## config.mk

```make
export PLATFORM = sky130hd
export DESIGN_NAME = ldio_decode
export DESIGN_NICKNAME = d
export VERILOG_FILES = /design/src/ldio_pkg.sv /design/src/ldio_decode.sv /design/src/ldio_window.sv
export SDC_FILE = /design/constraint.sdc
export NUM_CORES = 1
export LEC_CHECK = 0
export BUFFER_PORTS_ARGS = -buffer_cell sky130_fd_sc_hd__buf_2
export CAP_MARGIN = 20
export CORE_ASPECT_RATIO = 1.5
export CORE_UTILIZATION = 51
export DETAILED_ROUTE_END_ITERATION = 8
export HOLD_SLACK_MARGIN = 0.06
export PLACE_DENSITY_LB_ADDON = 0.15
export SYNTH_ARGS = -nofsm -noshare
export SYNTH_HDL_FRONTEND = slang
export SYNTH_SLANG_ARGS = --single-unit
```

## constraint.sdc

```tcl
create_clock -name clk_in -period 15 [get_ports clk_in]
set_input_delay 3 -clock clk_in [delete_from_list [all_inputs] [get_ports clk_in]]
set_output_delay 3 -clock clk_in [all_outputs]
set_load 0.05 [all_outputs]
```

## src/ldio_pkg.sv

```systemverilog
// Shared constants and carrier types for the logical device I/O decoder
`default_nettype none

package ldio_pkg;

  ////////////////////////////////////////////////////////////////////////////
  // Sizes
  localparam int NFUNC = 9;
  localparam int NWIN  = 12;

  ////////////////////////////////////////////////////////////////////////////
  // Configuration indices
  localparam logic [7:0] IDX_LDN  = 8'h07;
  localparam logic [7:0] IDX_ACT  = 8'h30;
  localparam logic [7:0] IDX_B0HI = 8'h60;
  localparam logic [7:0] IDX_B0LO = 8'h61;
  localparam logic [7:0] IDX_B1HI = 8'h62;
  localparam logic [7:0] IDX_B1LO = 8'h63;
  localparam int         ACT_BIT  = 0;

  // Reset values
  localparam logic [15:0] BASE_RST = 16'h0000;
  localparam logic [3:0]  LDN_RST  = 4'h0;

  ////////////////////////////////////////////////////////////////////////////
  // Logical functions, in device number order
  typedef enum logic [3:0] {
    F_FLOPPY, F_DISK1, F_DISK2, F_PARALLEL, F_SERIAL1,
    F_SERIAL2, F_CLOCK, F_KEYBOARD, F_AUX
  } ldio_func_t;

  // Bit per function: which base pairs exist
  localparam logic [8:0] USES_B0 = 9'h13f;
  localparam logic [8:0] USES_B1 = 9'h146;

  ////////////////////////////////////////////////////////////////////////////
  // Fixed addresses and offsets
  localparam logic [11:0] CLK_FIX_IDX  = 12'h070;
  localparam logic [11:0] CLK_FIX_DATA = 12'h071;
  localparam logic [11:0] KBD_DATA     = 12'h060;
  localparam logic [11:0] KBD_CMD      = 12'h064;
  localparam logic [11:0] PP_EXT_FIRST = 12'h400;
  localparam logic [11:0] PP_EXT_LAST  = 12'h402;
  localparam logic [2:0]  FDC_HOLE     = 3'h6;
  localparam logic [2:0]  PP_EPP_FIRST = 3'h3;
  localparam logic [2:0]  DISK_DATA    = 3'h0;

  ////////////////////////////////////////////////////////////////////////////
  // Decode windows: owner, base pair, legal base range, alignment mask
  typedef struct packed {
    logic [3:0]  func;
    logic        sel_b1;
    logic [11:0] lo;
    logic [11:0] hi;
    logic [11:0] mask;
  } ldio_win_t;

  localparam ldio_win_t WIN [NWIN] = '{
    '{4'h0, 1'b0, 12'h100, 12'hff8, 12'h007},  // Floppy
    '{4'h1, 1'b0, 12'h100, 12'hff8, 12'h007},  // Disk 1 task
    '{4'h1, 1'b1, 12'h100, 12'hfff, 12'h000},  // Disk 1 alt status
    '{4'h2, 1'b0, 12'h100, 12'hff8, 12'h007},  // Disk 2 task
    '{4'h2, 1'b1, 12'h100, 12'hfff, 12'h000},  // Disk 2 alt status
    '{4'h3, 1'b0, 12'h100, 12'hffc, 12'h003},  // Parallel, 4 aligned
    '{4'h3, 1'b0, 12'h100, 12'hff8, 12'h007},  // Parallel, 8 aligned
    '{4'h4, 1'b0, 12'h100, 12'hff8, 12'h007},  // Serial 1
    '{4'h5, 1'b0, 12'h100, 12'hff8, 12'h007},  // Serial 2
    '{4'h6, 1'b1, 12'h100, 12'hffe, 12'h001},  // Clock, movable pair
    '{4'h8, 1'b0, 12'h000, 12'hfff, 12'h000},  // Aux read byte
    '{4'h8, 1'b1, 12'h000, 12'hfff, 12'h000}   // Aux write byte
  };

  ////////////////////////////////////////////////////////////////////////////
  // Carriers
  typedef struct packed {
    logic       wr;
    logic       rd;
    logic [7:0] idx;
    logic [7:0] data;
  } ldio_cfg_t;

  typedef struct packed {
    logic        rd;
    logic        wr;
    logic [15:0] addr;
  } ldio_io_t;

  typedef struct packed {
    logic       wr;
    logic [3:0] func;
    logic       on;
  } ldio_pwr_t;

  typedef struct packed {
    logic       hit;
    logic       rd;
    logic       wr;
    logic [3:0] func;
    logic [2:0] off;
    logic       alt;
    logic       ext;
    logic [1:0] ext_off;
    logic       data16;
    logic       epp;
  } ldio_claim_t;

endpackage

`default_nettype wire

```

## src/ldio_decode.sv

```systemverilog
// Logical device activation, base registers and host I/O cycle decode
`default_nettype none

module ldio_decode (
  input  wire logic                clk_in,
  input  wire logic                rst_in,
  input  wire ldio_pkg::ldio_cfg_t cfg_in,
  input  wire ldio_pkg::ldio_pwr_t pwr_in,
  input  wire ldio_pkg::ldio_io_t  io_in,
  output logic [7:0]               cfg_rdata_out,
  output logic [8:0]               active_out,
  output ldio_pkg::ldio_claim_t    claim_out
);

  ////////////////////////////////////////////////////////////////////////////
  // State
  logic [3:0]  ldn;
  logic [3:0]  next_ldn;
  logic [8:0]  act;
  logic [8:0]  next_act;
  logic [15:0] b0      [ldio_pkg::NFUNC];
  logic [15:0] next_b0 [ldio_pkg::NFUNC];
  logic [15:0] b1      [ldio_pkg::NFUNC];
  logic [15:0] next_b1 [ldio_pkg::NFUNC];
  logic [7:0]  rdata;
  logic [7:0]  next_rdata;
  ldio_pkg::ldio_claim_t claim;
  ldio_pkg::ldio_claim_t next_claim;

  // Window results
  logic        win_valid [ldio_pkg::NWIN];
  logic        win_hit   [ldio_pkg::NWIN];
  logic [2:0]  win_off   [ldio_pkg::NWIN];

  ////////////////////////////////////////////////////////////////////////////
  // Helpers
  function automatic logic func_ok(input logic [3:0] f);
    func_ok = (f < 4'(ldio_pkg::NFUNC));
  endfunction

  function automatic logic [3:0] func_idx(input ldio_pkg::ldio_func_t f);
    func_idx = 4'(f);
  endfunction

  ////////////////////////////////////////////////////////////////////////////
  // Configuration writes; power write last so it wins a same-cycle clash
  always_comb begin
    next_ldn = ldn;
    next_act = act;
    next_b0  = b0;
    next_b1  = b1;
    if (cfg_in.wr) begin
      case (cfg_in.idx)
        ldio_pkg::IDX_LDN: begin
          next_ldn = cfg_in.data[3:0];
        end
        ldio_pkg::IDX_ACT: begin
          if (func_ok(ldn)) begin
            next_act[ldn] = cfg_in.data[ldio_pkg::ACT_BIT];
          end
        end
        ldio_pkg::IDX_B0HI: begin
          if (func_ok(ldn) && ldio_pkg::USES_B0[ldn]) begin
            next_b0[ldn][15:8] = cfg_in.data;
          end
        end
        ldio_pkg::IDX_B0LO: begin
          if (func_ok(ldn) && ldio_pkg::USES_B0[ldn]) begin
            next_b0[ldn][7:0] = cfg_in.data;
          end
        end
        ldio_pkg::IDX_B1HI: begin
          if (func_ok(ldn) && ldio_pkg::USES_B1[ldn]) begin
            next_b1[ldn][15:8] = cfg_in.data;
          end
        end
        ldio_pkg::IDX_B1LO: begin
          if (func_ok(ldn) && ldio_pkg::USES_B1[ldn]) begin
            next_b1[ldn][7:0] = cfg_in.data;
          end
        end
        default: begin
        end
      endcase
    end
    // One stored bit serves as both activate and power control
    if (pwr_in.wr && func_ok(pwr_in.func)) begin
      next_act[pwr_in.func] = pwr_in.on;
    end
  end

  // Configuration reads; absent registers return zero
  always_comb begin
    next_rdata = rdata;
    if (cfg_in.rd) begin
      next_rdata = 8'h00;
      case (cfg_in.idx)
        ldio_pkg::IDX_LDN:  next_rdata = {4'h0, ldn};
        ldio_pkg::IDX_ACT:  next_rdata = func_ok(ldn) ? {7'h00, act[ldn]} : 8'h00;
        ldio_pkg::IDX_B0HI: next_rdata = func_ok(ldn) ? b0[ldn][15:8] : 8'h00;
        ldio_pkg::IDX_B0LO: next_rdata = func_ok(ldn) ? b0[ldn][7:0] : 8'h00;
        ldio_pkg::IDX_B1HI: next_rdata = func_ok(ldn) ? b1[ldn][15:8] : 8'h00;
        ldio_pkg::IDX_B1LO: next_rdata = func_ok(ldn) ? b1[ldn][7:0] : 8'h00;
        default:            next_rdata = 8'h00;
      endcase
    end
  end

  always_ff @(posedge clk_in or posedge rst_in) begin
    if (rst_in) begin
      ldn   <= ldio_pkg::LDN_RST;
      act   <= '0;
      rdata <= 8'h00;
      for (int i = 0; i < ldio_pkg::NFUNC; i++) begin
        b0[i] <= ldio_pkg::BASE_RST;
        b1[i] <= ldio_pkg::BASE_RST;
      end
    end else begin
      ldn   <= next_ldn;
      act   <= next_act;
      rdata <= next_rdata;
      b0    <= next_b0;
      b1    <= next_b1;
    end
  end

  ////////////////////////////////////////////////////////////////////////////
  // Relocatable windows, one per base use, two (4- and 8-aligned) for the parallel base
  for (genvar w = 0; w < ldio_pkg::NWIN; w++) begin : g_win
    ldio_window #(
      .LO   (ldio_pkg::WIN[w].lo),
      .HI   (ldio_pkg::WIN[w].hi),
      .MASK (ldio_pkg::WIN[w].mask)
    ) u_win (
      .base_in   (ldio_pkg::WIN[w].sel_b1 ? b1[ldio_pkg::WIN[w].func] : b0[ldio_pkg::WIN[w].func]),
      .addr_in   (io_in.addr[11:0]),
      .valid_out (win_valid[w]),
      .hit_out   (win_hit[w]),
      .off_out   (win_off[w])
    );
  end

  ////////////////////////////////////////////////////////////////////////////
  // Per-function hit; lowest function number wins an overlap
  always_comb begin
    logic [11:0] a;
    logic [11:0] pp_d;
    logic        epp;
    logic        ext;
    logic [8:0]  fhit;
    logic [2:0]  foff [ldio_pkg::NFUNC];
    logic [8:0]  falt;
    a    = io_in.addr[11:0];
    pp_d = a - b0[func_idx(ldio_pkg::F_PARALLEL)][11:0];
    epp  = win_valid[6];
    ext  = win_valid[5] && (pp_d >= ldio_pkg::PP_EXT_FIRST) &&
           (pp_d <= ldio_pkg::PP_EXT_LAST);
    fhit = '0;
    falt = '0;
    for (int f = 0; f < ldio_pkg::NFUNC; f++) begin
      foff[f] = 3'h0;
    end
    // Floppy leaves its +6 byte to someone else
    fhit[0] = win_hit[0] && (win_off[0] != ldio_pkg::FDC_HOLE);
    foff[0] = win_off[0];
    // Disk task block first, alternate status second
    fhit[1] = win_hit[1] || win_hit[2];
    foff[1] = win_hit[1] ? win_off[1] : 3'h0;
    falt[1] = !win_hit[1];
    fhit[2] = win_hit[3] || win_hit[4];
    foff[2] = win_hit[3] ? win_off[3] : 3'h0;
    falt[2] = !win_hit[3];
    // Parallel: 8-aligned base opens +3..+7, 4-aligned stops at +2
    if (epp) begin
      fhit[3] = win_hit[6] || ext;
      foff[3] = win_off[6];
    end else begin
      fhit[3] = (win_hit[5] && (win_off[5] < ldio_pkg::PP_EPP_FIRST)) || ext;
      foff[3] = win_off[5];
    end
    fhit[4] = win_hit[7];
    foff[4] = win_off[7];
    fhit[5] = win_hit[8];
    foff[5] = win_off[8];
    // Clock keeps its fixed pair even when the movable pair is set
    if ((a == ldio_pkg::CLK_FIX_IDX) || (a == ldio_pkg::CLK_FIX_DATA)) begin
      fhit[6] = 1'b1;
      foff[6] = {2'h0, a[0]};
    end else begin
      fhit[6] = win_hit[9];
      foff[6] = win_off[9];
      falt[6] = 1'b1;
    end
    fhit[7] = (a == ldio_pkg::KBD_DATA) || (a == ldio_pkg::KBD_CMD);
    foff[7] = a[2:0];
    // Aux read byte and write byte are direction bound
    fhit[8] = (win_hit[10] && io_in.rd) || (win_hit[11] && io_in.wr);
    falt[8] = !(win_hit[10] && io_in.rd);
    fhit = fhit & act;
    next_claim = '0;
    for (int f = ldio_pkg::NFUNC - 1; f >= 0; f--) begin
      if (fhit[f] && (io_in.rd || io_in.wr)) begin
        next_claim.hit  = 1'b1;
        next_claim.func = 4'(f);
        next_claim.off  = foff[f];
        next_claim.alt  = falt[f];
      end
    end
    next_claim.rd = next_claim.hit && io_in.rd;
    next_claim.wr = next_claim.hit && io_in.wr;
    if (next_claim.hit && (next_claim.func == func_idx(ldio_pkg::F_PARALLEL)) && ext &&
        !(epp ? win_hit[6] : win_hit[5])) begin
      next_claim.ext     = 1'b1;
      next_claim.off     = 3'h0;
      next_claim.ext_off = pp_d[1:0];
    end
    next_claim.data16 = next_claim.hit && !next_claim.alt &&
                        ((next_claim.func == func_idx(ldio_pkg::F_DISK1)) ||
                         (next_claim.func == func_idx(ldio_pkg::F_DISK2))) &&
                        (next_claim.off == ldio_pkg::DISK_DATA);
    next_claim.epp = next_claim.hit && !next_claim.ext && epp &&
                     (next_claim.func == func_idx(ldio_pkg::F_PARALLEL)) &&
                     (next_claim.off >= ldio_pkg::PP_EPP_FIRST);
  end

  // Claim is registered: one cycle after the strobe
  always_ff @(posedge clk_in or posedge rst_in) begin
    if (rst_in) begin
      claim <= '0;
    end else begin
      claim <= next_claim;
    end
  end

  ////////////////////////////////////////////////////////////////////////////
  // Outputs
  assign cfg_rdata_out = rdata;
  assign active_out    = act;
  assign claim_out     = claim;

  ////////////////////////////////////////////////////////////////////////////
  // Checks
  logic [8:0] act_prev;
  always_ff @(posedge clk_in or posedge rst_in) begin
    if (rst_in) begin
      act_prev <= '0;
    end else begin
      act_prev <= act;
    end
  end
endmodule

`default_nettype wire

```

## src/ldio_window.sv

```systemverilog
// One base address window: legality check and address match
`default_nettype none

module ldio_window #(
  parameter logic [11:0] LO   = 12'h100,
  parameter logic [11:0] HI   = 12'hff8,
  parameter logic [11:0] MASK = 12'h007
) (
  input  wire logic [15:0] base_in,
  input  wire logic [11:0] addr_in,
  output logic             valid_out,
  output logic             hit_out,
  output logic [2:0]       off_out
);

  ////////////////////////////////////////////////////////////////////////////
  // Base must sit in range and on its boundary, else the window is dead
  always_comb begin
    valid_out = (base_in[15:12] == 4'h0) &&
                (base_in[11:0] >= LO) && (base_in[11:0] <= HI) &&
                ((base_in[11:0] & MASK) == 12'h000);
  end

  // Only A11..A0 take part in the compare
  always_comb begin
    hit_out = valid_out &&
              ((addr_in & ~MASK) == base_in[11:0]);
    off_out = addr_in[2:0] & MASK[2:0];
  end

endmodule

`default_nettype wire

```

# Word-level counts from Yosys, hierarchy flattened

Memories as Yosys holds them, arrays and structs flattened.
Index checks and enable logic that the tools add are counted.

Shift operators: 0
Add/subtract/negate cells: 1
$mul: 0
Bitwise logic cells: 2
$lt $le $gt $ge: 35
Reduce and logical (&&, ||, !) cells: 116
Eq/ne operators: 30
Muxes and demuxes: 67
Divide/modulo/power cells: 0

Operators with widths:

| cell                   | number |
|---|---|
| $bwmux W144            | 4 |
| $mux W144              | 4 |
| $pmux W144 S2          | 2 |
| $eq A12 B12 Y1         | 12 |
| $le A12 B12 Y1 const B | 12 |
| $bmux W16 S4           | 2 |
| $demux W16 S4          | 2 |
| $mux W8                | 14 |
| $ge A12 B9 Y1 const B  | 9 |
| $logic_not A12 Y1      | 8 |
| $mux W16               | 5 |
| $logic_and A1 B1 Y1    | 76 |
| $eq A12 B7 Y1 const B  | 4 |
| $pmux W8 S6            | 1 |
| $logic_not A4 Y1       | 11 |
| $mux W9                | 4 |
| $eq A8 B7 Y1 const B   | 4 |
| $ge A12 B1 Y1 const B  | 2 |
| $mux W1                | 19 |
| $bwmux W9              | 2 |
| $mux W3                | 5 |
| $ge A12 B11 Y1 const B | 1 |
| $le A12 B11 Y1 const B | 1 |
| $sub A12 B12 Y12       | 1 |
| 23 further kinds       | 46 |

Register bits: 325
Latch bits: 0
Memories kept: 2
Memory bits (writable): 0
ROM bits: 32
Input bits: 44
Output and inout bits: 33
Word-level logic and storage cells: 284

Memories:

| name             | words | width | read ports | clocked after memory_dff | write ports | RTL line          | RTL |
|---|---|---|---|---|---|---|---|
| (name not given) | 16    | 1     | 1          | 0                        | 0           | ldio_decode.sv:78 | `if (func_ok(ldn) && ldio_pkg::USES_B1[ldn]) begin` |
| (name not given) | 16    | 1     | 1          | 0                        | 0           | ldio_decode.sv:68 | `if (func_ok(ldn) && ldio_pkg::USES_B0[ldn]) begin` |

# Depth between registers and ports, before layout

Gate-level depths: netlist of the first run.

Depth after elaboration: 29
Mapped depth: 13
Depth with buffers taken out: 12

# Modules after synthesis

A second synthesis of the first run with hierarchy kept.

Cell total of the unflattened synthesis: 1598
Area total of the unflattened synthesis: 18401.4 µm²

Modules (own cells, without submodules):

| module                             | area an instance (µm²) | cells each | instances | seq. area each (µm²) |
|---|---|---|---|---|
| ldio_decode                        | 16329.4                | 1337       | 1         | 8132.8 |
| ldio_window at g_win[0].u_win ...  | 163.9                  | 21         | 6         | 0.0 |
| ldio_window at g_win[2].u_win ...  | 176.4                  | 23         | 3         | 0.0 |
| ldio_window at g_win[10].u_win ... | 192.7                  | 22         | 2         | 0.0 |
| ldio_window at g_win[9].u_win      | 173.9                  | 22         | 1         | 0.0 |

# Worst setup path before layout of the first run

Ideal clock, no wire load.

Kind: input to register
Start: input port io_in[0] (netlist bit)
End: register claim (netlist bit claim_out[0])
Arrival time: 5.816 ns
Setup time: 0.077 ns
Path buffers: 1
Stages on the path: 13
Slack: 9.106 ns
Required time: 14.923 ns
Cells stage by stage: clkbuf_1 -> inv_1 -> ha_1 -> fa_1 -> nand2b_1 -> a21oi_1 -> o21ai_0 -> and3_1 -> nor4b_1 -> and4b_1 -> a31oi_1 -> or4_1 -> a21oi_1

RTL lines:

| what                   | RTL line           | RTL |
|---|---|---|
| start: declaration     | ldio_decode.sv:9   | `input wire ldio_pkg::ldio_io_t io_in,` |
| end signal: assignment | ldio_decode.sv:231 | `claim <= next_claim;` |
| end: declaration       | ldio_decode.sv:27  | `ldio_pkg::ldio_claim_t claim;` |

==> results of run 1 <==
==> where the power goes <==
group | leakage (nW) | total (mW) | internal (mW) | switching, mW
clock network | 0.580 | 0.904 | 0.545 | 0.358
logic | 3.77 | 0.203 | 0.0575 | 0.146
registers | 4.46 | 0.903 | 0.886 | 0.0175
==> cells in the mapped netlist, types with 4 or more instances <==
master,number,area [um^2]
xor2_1,38,332.8
nand4b_1,5,43.79
clkbuf_1,61,229.0
nand3b_1,5,37.54
and3_1,5,31.28
a21oi_1,33,165.2
a31oi_1,5,31.28
or4_1,6,45.04
nand4_1,28,175.2
inv_1,41,153.9
a311oi_1,7,61.31
o21ai_0,31,155.2
o21ai_1,4,20.02
nor3_1,39,195.2
dfrtp_1,325,8133
o2bb2ai_1,4,35.03
a21o_1,6,45.04
and2_1,5,31.28
nor4_1,31,193.9
a221o_1,5,50.05
o22ai_1,37,231.5
o21a_1,5,37.54
mux4_2,31,698.2
xnor2_1,65,569.3
or2_2,5,31.28
mux2i_1,73,730.7
nor2_1,111,416.7
buf_1,15,56.30
or3_1,6,37.54
mux2_2,290,3266
a221oi_1,20,175.2
buf_2,14,70.07
nor4b_1,7,61.31
ha_1,16,200.2
nand2_1,62,232.7
o32ai_1,4,35.03
o2111ai_1,5,43.79
nand3_1,17,85.08
nor3b_1,8,60.06
o221ai_1,8,70.07
nor2b_1,7,43.79
o31ai_1,5,37.54
nand2b_1,10,62.56
==> worst max-delay path, delay by kind of cell <==
kind                     cells  cell delay [ns]
adder cells (fa/ha/maj)      1             0.51
AND/OR/NAND/NOR              5             1.43
buffers and inverters        2             0.66
AO/OA/AOI/OAI                4             0.85
==> flip-flops by register name, indices dropped and copies added, names as in the netlist <==
signal         cells
cfg_rdata_out      8
b0               144
active_out         9
b1               144
claim_out         16
ldn                4
==> routing by layer <==
layer	vias to the layer above	share of wire [%]	GRT usage (%)
met4	0	5.6	16.58
met3	150	5.7	3.852
met1	6761	40	41.85
li1	5808	-	-
met5	-	0	0
met2	533	48	52.84
==> final cells by class <==
| cell class | instances | area share, % |
|---|---|---|
| multi-input combinational | 1095 | 46.75 |
| sequential | 325 | 41.18 |
| tap | 467 | 2.957 |
| clock inverter | 14 | 1.190 |
| timing repair buffer | 86 | 2.355 |
| clock buffer | 44 | 4.749 |
| inverter | 41 | 0.8168 |
==> cell usage in the layout, fill, tap and decap left out, drive strengths merged, types with 8 or more instances in the layout <==
cell / n
o22ai: 37
a221oi: 20
nand2b: 10
mux4: 31
nand4: 28
mux2i: 73
o221ai: 8
clkinv: 8
o21ai: 35
nand2: 62
nor2: 111
mux2: 291
nor3b: 8
a21oi: 33
clkbuf: 44
xor2: 38
buf: 86
inv: 41
xnor2: 65
nor4b: 9
nor4: 31
ha: 16
nand3: 17
nor3: 41
dfrtp: 325
==> how the worst max path moves through the flow <==
stage / startpoint / endpoint / cells after the start
2_1_floorplan: rst_in / active_out[0]$_DFF_PP0_ / 1
3_3_place_gp: io_in[0] / claim_out[0]$_DFF_PP0_ / 13
3_5_place_dp: io_in[1] / claim_out[0]$_DFF_PP0_ / 12
4_1_cts: io_in[1] / claim_out[0]$_DFF_PP0_ / 12
5_1_grt: io_in[1] / claim_out[0]$_DFF_PP0_ / 12
6_report: io_in[1] / claim_out[0]$_DFF_PP0_ / 12
==> per-stage QoR <==
step / cells / total power [mW]
after global placement: 2014 / 1.117
after detailed placement: 2014 / 1.119
after global routing: 2072 / 2.067
after CTS: 2072 / 2.016
final: 2072 / 2.010
after floorplan: 1551 / 1.045
==> kinds of logic after synthesis <==
logic type	synth area share, %
AO/OA/AOI/OAI	7.874
buffers and inverters	2.849
flip-flops	45.50
multiplexers	26.32
adder cells (fa/ha/maj)	1.232
XOR/XNOR	5.047
AND/OR/NAND/NOR	11.18
==> results_dict.tcl, run 1 <==
set metrics [dict create \
    status "finished clean" \
    core_um2 34370 \
    cts_tree "done" \
    routabilityCongestion 0.9653 \
    port_buffers 72 \
    final_util_pct 57.49 \
    crit_path_max_incr_delay_ns 0.51 \
    setup_viol 0 \
    cts_max_path_buffers 3 \
    crit_fanout 9 \
    post_cts_resize_count 0 \
    root_buffer "clkbuf_16" \
    clk_latency_ns 0.54 \
    ys_seq_elements 325 \
    pwr_density_cell_nw_per_um2 101.7 \
    placed_cell_area_um2 18590 \
    ios 77 \
    drc 0 \
    cts_sinks 325 \
    num_rows 83 \
    worstReg2RegEnd "cfg_rdata_out[5]$_DFFE_PP0P_" \
    synth_cell_types 76 \
    rr_startpoint "ldn[0]$_DFFE_PP0P_" \
    rrSetupSlack_ns 11.18 \
    path_class "input pin to flip-flop" \
    max_cap_viol_count 0 \
    antenna_found_initial 0 \
    drt_wl_total_mm 55.68 \
    yosysWarningCount 0 \
    cts_hold_buf 0 \
    first_pass_iters 5 \
    syn_to_final_growth_pct 10.55 \
    dieArea_um2 35820 \
    clkTransAtPathRegs_ns 0.06 \
    drive_gt1_share_pct 29.72 \
    fmaxAchievable_mhz 166.3 \
    syn_inst 1551 \
    ys.flop_type "dfrtp_1" \
    grt_pass1_vias 13446 \
    p_leak_nw 8.809 \
    reg2reg_depth 6 \
    die_h_um 231.3 \
    htreeDepth 2 \
    min_period_over_period_pct 40.10 \
    fin_area_um2 19760 \
    track_usage_pct 32.18 \
    finalSetupTns_ns 0 \
    drt-wirelength-per-cell_um 26.87 \
    synth_edf_count 0 \
    crit_top_cell "a21oi_1" \
    syn_area_um2 17880 \
    tightest_slew_ns 1.089 \
    multiInputGateArea_um2 9239 \
    dp_hpwl_mm 38.37 \
    final.setup.worst_slack_ns 8.985 \
    hold_slack_ns 0.4987 \
    peakVddDrop_mv 0.09095 \
    cp_data_arrival_time_ns 6.46 \
    final_antenna_net_count 0 \
    avgViaCountPerCell 6.396 \
    final_nets 1644 \
    startpoint_type "input pin" \
    rsz0062_at_grt "false" \
    finalCriticalPeriod_ns 6.015 \
    hp-start "b0[39]$_DFFE_PP0P_" \
    antenna_cells 0 \
    cts_buffers 34 \
    initialDrtViolationCount 1132 \
    fillers 2908 \
    vias 13252 \
    skew_ns 0.03181 \
    worstPathCellList "buf_2 -> inv_1 -> fa_1 -> nand2b_1 -> a21oi_1 -> o21ai_0 -> and3_1 -> nor4b_1 -> and4b_1 -> a31oi_1 -> or4_1 -> a21oi_1" \
    slowest_stage "fa_1" \
    grt_max_degree 129 \
    slew_violations 0 \
    synth_area_per_cell_um2 11.53 \
    overflow 0 \
    synth_seq_area_share_pct 45.50 \
    start_util_pct 52.00 \
    max_slew_margin_pct 27.41 \
    postCtsSetupBuffers 0 \
    setup.worst_path.end_class "flip-flop" \
    register_area_um2 8138 \
    worstHoldPathType "flip-flop to flip-flop" \
    fp.dieW_um 154.9 \
    hold_violations 0 \
    syn-num-nets 1612 \
    holdPathStages 1 \
    grt_pass1_wl_mm 85.21 \
    cp.required_ns 15.44 \
    place_ws_ns 8.480 \
    hold_end "b0[39]$_DFFE_PP0P_" \
    ys_async_sr_fraction_pct 100.0 \
]
Note: power is estimated with default switching activity, not from simulation.
==> inputs of run 2 (changes only) <==
clock period = 5.7 ns   (was 15 ns; I/O delays follow)
==> run 2 against run 1 <==
Effect of this change:
- non-clock buffer count grew 7
- sequential share of layout area about the same
- sequential power grew to 2.6 times the previous value
- critical path depth stayed put
- core utilization about the same
- count of clock-buffer cells in the layout is 6 higher
- wire length grew 1.9%
- register-to-register slack worse by 9.1 ns
==> results_dict.tcl, run 2 (synthesized netlist as in run 1, its figures left out) <==
set metrics [dict create \
    status "finished clean" \
    max_cap_viol_count 0 \
    die_h_um 231.3 \
    num_rows 83 \
    avgViaCountPerCell 6.388 \
    rsz0062_at_grt "false" \
    clkTransAtPathRegs_ns 0.06 \
    p_seq_share_pct 46.2 \
    grt_pass1_vias 13421 \
    tightest_slew_ns 1.182 \
    dp_hpwl_mm 39.07 \
    port_buffers 72 \
    fp.dieW_um 154.9 \
    htreeDepth 2 \
    setup_viol 0 \
    final_common_cell "dfrtp_1" \
    switching_share_pct 26.37 \
    track_usage_pct 32.52 \
    root_buffer "clkbuf_16" \
    drive_gt1_share_pct 29.61 \
    worstHoldPathType "flip-flop to flip-flop" \
    dieArea_um2 35820 \
    final_nets 1651 \
    dpl.cell_count 2021 \
    cts_sinks 325 \
    drt_wl_total_mm 56.73 \
    comb_power_share_pct 10.4 \
    post_cts_resize_count 0 \
    cp_data_arrival_time_ns 4.54 \
    skew_ns 0.01508 \
    antenna_found_initial 0 \
    initialDrtViolationCount 1054 \
    multiInputGateArea_um2 9239 \
    register_area_um2 8138 \
    final_cell_mix "dfrtp_1 (323), mux2_2 (290), nor2_1 (111)" \
    internal_power_mw 3.794 \
    path_class "input pin to flip-flop" \
    hold_violations 0 \
    overflow 0 \
    vias 13275 \
    slew_violations 0 \
    final.setup.worst_slack_ns 1.616 \
    cp.required_ns 6.15 \
    placed_cell_area_um2 18670 \
    clockPowerShare_pct 43.4 \
    pwr_density_cell_nw_per_um2 260.7 \
    fmaxAchievable_mhz 244.9 \
    antenna_cells 0 \
    place_ws_ns 1.171 \
    routabilityCongestion 0.9808 \
    cts_hold_buf 0 \
    max_slew_margin_pct 21.01 \
    startpoint_type "input pin" \
    core_um2 34370 \
    final_antenna_net_count 0 \
    start_util_pct 52.00 \
    crit_fanout 9 \
    min_period_over_period_pct 71.65 \
    drc 0 \
    clk_latency_ns 0.53 \
    cts_max_path_buffers 3 \
    grt_max_degree 140 \
    hold_slack_ns 0.4904 \
    setup.worst_path.end_class "flip-flop" \
    p_leak_nw 8.798 \
    ios 77 \
    finalPower_mw 5.153 \
    drt-wirelength-per-cell_um 27.30 \
    stdcell_count 2078 \
    postCtsSetupBuffers 0 \
    final_util_pct 57.50 \
    peakVddDrop_mv 0.2381 \
    cts_buffers 34 \
    netSwitchingPower_mw 1.359 \
    first_pass_iters 5 \
    fin_area_um2 19760 \
    cts_tree "done" \
    grt_pass1_wl_mm 85.46 \
    syn_to_final_growth_pct 10.56 \
    finalCriticalPeriod_ns 4.084 \
    finalSetupTns_ns 0 \
    fillers 2874 \
]
## run 2: cell count changes in the layout (fill, tap and decap cells not counted), sizes merged
cell / change
buf: +7
clkbuf: +6
clkinv: -6
bufinv: -3
clkinvlp: +1
inv: +1
## run 2: routing by layer
layer  global-route usage, %  up-vias  part of all wire (%)  wire, um
met5                       0        -                     0         0
met4                   18.22        0                   6.0      3395
met3                   4.993      152                   5.8      3310
met2                   53.86      503                    49     27600
met1                   40.59     6814                    40     22430
li1                        -     5806                     -         -
## run 2: final timing paths
kind,from,endpoint,slack (ns),depth (start not counted)
min reg2reg,b0[39]$_DFFE_PP0P_,b0[39]$_DFFE_PP0P_,0.49,1
min in group asynchronous,rst_in,b0[53]$_DFFE_PP0P_,0.56,2
max reg2reg,ldn[3]$_DFFE_PP0P_,b1[131]$_DFFE_PP0P_,2.05,7
max in group asynchronous,rst_in,b1[110]$_DFFE_PP0P_,4.05,3
max,io_in[1],claim_out[0]$_DFF_PP0_,1.62,12
min,b0[39]$_DFFE_PP0P_,b0[39]$_DFFE_PP0P_,0.49,1
## run 2: power by group through the flow
stage	clock network [mW]	registers (mW)	logic, mW
final	2.23	2.38	0.538
after global routing	2.35	2.38	0.570
after CTS	2.27	2.38	0.533
after detailed placement	0	2.42	0.532
after global placement	0	2.42	0.528
after floorplan	0	2.45	0.302
## run 2: cell type report
cell class / instances / area share, %
repair buffers: 93 / 2.811
well taps: 467 / 2.956
multi-input cells: 1095 / 46.75
clock buffers: 50 / 4.862
clock inverters: 7 / 0.6521
flip-flops and latches: 325 / 41.17
inverters: 41 / 0.7977
## run 2: worst max-delay path, stage by stage
cell and delay [ns]:
buf_2 0.40, inv_1 0.22, fa_1 0.48, nand2b_1 0.17, a21oi_1 0.43, o21ai_0 0.20, and3_1 0.18, nor4b_1 0.28
and4b_1 0.33, a31oi_1 0.10, or4_1 0.43, a21oi_1 0.15
==> inputs of run 3 (changes only) <==
clock period = 4.2 ns   (was 5.7 ns; I/O delays follow)
==> run 3 against run 2 <==
Effect of this change:
- first-iteration DRC count is 3.4% lower
- critical endpoint is now claim_out[1]$_DFF_PP0_
- core utilization is 1.7 points higher
- clock power is 42% higher
- largest power group unchanged
- sequential cell count stayed put
==> results_dict.tcl, run 3 (synthesized netlist as in run 1, its figures left out) <==
set metrics [dict create \
    final.setup.worst_slack_ns 0.8676 \
    finalSetupTns_ns 0 \
    root_buffer "clkbuf_16" \
    post_cts_resize_count 0 \
    start_util_pct 52.00 \
    routabilityCongestion 0.9414 \
    cp_data_arrival_time_ns 3.79 \
    max_slew_margin_pct 28.11 \
    die_h_um 231.3 \
    path_class "flip-flop to flip-flop" \
    worstHoldPathType "input pin to asynchronous set/reset pin" \
    skew_ns 0.01864 \
    slew_violations 0 \
    ios 77 \
    setup_viol 0 \
    tightest_slew_ns 1.064 \
    max_cap_viol_count 0 \
    final_common_cell "dfrtp_1" \
    core_um2 34370 \
    drive_gt1_share_pct 32.74 \
    htreeDepth 2 \
    final_util_pct 59.21 \
    antenna_found_initial 0 \
    fp.dieW_um 154.9 \
    clkTransAtPathRegs_ns 0.06 \
    clk_latency_ns 0.53 \
    fillers 2870 \
    grt_max_degree 109 \
    vias 13574 \
    crit_fanout 5 \
    pwr_density_cell_nw_per_um2 351.2 \
    track_usage_pct 33.23 \
    setup.worst_path.end_class "flip-flop" \
    avgViaCountPerCell 6.331 \
    rsz0062_at_grt "false" \
    initialDrtViolationCount 1018 \
    cp.required_ns 4.65 \
    syn_to_final_growth_pct 13.87 \
    cts_hold_buf 0 \
    startpoint_type "flip-flop" \
    grt_pass1_vias 13650 \
    overflow 0 \
    final_antenna_net_count 0 \
    drt-wirelength-per-cell_um 27.03 \
    status "finished clean" \
    dieArea_um2 35820 \
    fmaxAchievable_mhz 300.1 \
    postCtsSetupBuffers 0 \
    dp_hpwl_mm 40.65 \
    drc 0 \
    hold_violations 0 \
    place_ws_ns 0.4315 \
    grt_pass1_wl_mm 87.24 \
    peakVddDrop_mv 0.3160 \
    cts_buffers 34 \
    min_period_over_period_pct 79.34 \
    cts_max_path_buffers 3 \
    finalCriticalPeriod_ns 3.332 \
    port_buffers 72 \
    num_rows 83 \
    p_leak_nw 9.178 \
    final_cell_mix "dfrtp_1 (323), mux2_2 (290), nor2_1 (111)" \
    cts_sinks 325 \
    drt_wl_total_mm 57.95 \
    cts_tree "done" \
    antenna_cells 0 \
    first_pass_iters 5 \
    final_nets 1712 \
]
run 3: changes by cell type in the layout (fill, tap and decap cells not counted):
cell / before / now
clkinvlp_4: 1 / 4
bufinv_16: 3 / 4
clkinv_2: 1 / 6
clkbuf_1: 11 / 5
clkbuf_8: 5 / 7
buf_12: 3 / 7
buf_4: 18 / 75
run 3: routing by layer:
layer  up-vias  track usage (%)  wire length, um
met5         -                0                0
met1      6910            41.72            22660
met4         0            19.71             3870
met2       556            54.70            27930
met3       163            4.544             3495
li1       5945                -                -
run 3: report_power, final:
group / switching [mW] / internal [mW] / total (mW)
Combinational: 0.527 / 0.227 / 0.754
Clock: 1.29 / 1.88 / 3.17
Sequential: 0.0622 / 3.16 / 3.22
Total: 1.88 / 5.27 / 7.15
run 3: area by class of cell:
type	instances	area [um^2]	area share, %
inverter	41	157.7	0.7745
sequential	325	8138	39.98
clock inverter	16	206.4	1.014
clock buffer	46	965.9	4.746
timing repair buffer	154	1064	5.225
multi-input combinational	1095	9239	45.39
tap	467	584.3	2.871
run 3: worst max-delay path: stages (launching register included):
cell and delay, ns:
dfrtp_1 0.47, inv_1 0.11, ha_1 0.35, o21ai_0 0.18, a21oi_1 0.11, o31ai_1 0.48
mux2i_1 0.31, nor3b_1 0.39, nand4b_4 0.23, nor3_4 0.30, or3_1 0.16, o221a_1 0.18
run 3: final timing paths:
check	from	depth (start not counted)	slack, ns	endpoint
hold reg to reg	b1[63]$_DFFE_PP0P_	1	0.50	b1[63]$_DFFE_PP0P_
hold / removal	rst_in	2	0.30	b0[116]$_DFFE_PP0P_
min in group clk_in	b1[63]$_DFFE_PP0P_	1	0.50	b1[63]$_DFFE_PP0P_
max in group asynchronous	rst_in	3	2.96	b1[86]$_DFFE_PP0P_
setup reg to reg	b0[82]$_DFFE_PP0P_	11	0.87	claim_out[1]$_DFF_PP0_
setup / recovery	b0[82]$_DFFE_PP0P_	11	0.87	claim_out[1]$_DFF_PP0_
run 3: through the flow:
| stage | std cells | power, mW | area, um^2 | hold slack (ns) |
|---|---|---|---|---|
| 6_report | 2144 | 7.149 | 20350 | 0.2964 |
| 4_1_cts | 2144 | 7.181 | 20350 | 0.2922 |
| 2_1_floorplan | 1551 | 3.732 | 17880 | 0.4574 |
| 3_3_place_gp | 2082 | 4.018 | 19180 | 0.4695 |
| 3_5_place_dp | 2082 | 4.024 | 19180 | 0.4878 |
| 5_1_grt | 2144 | 7.367 | 20350 | 0.3089 |
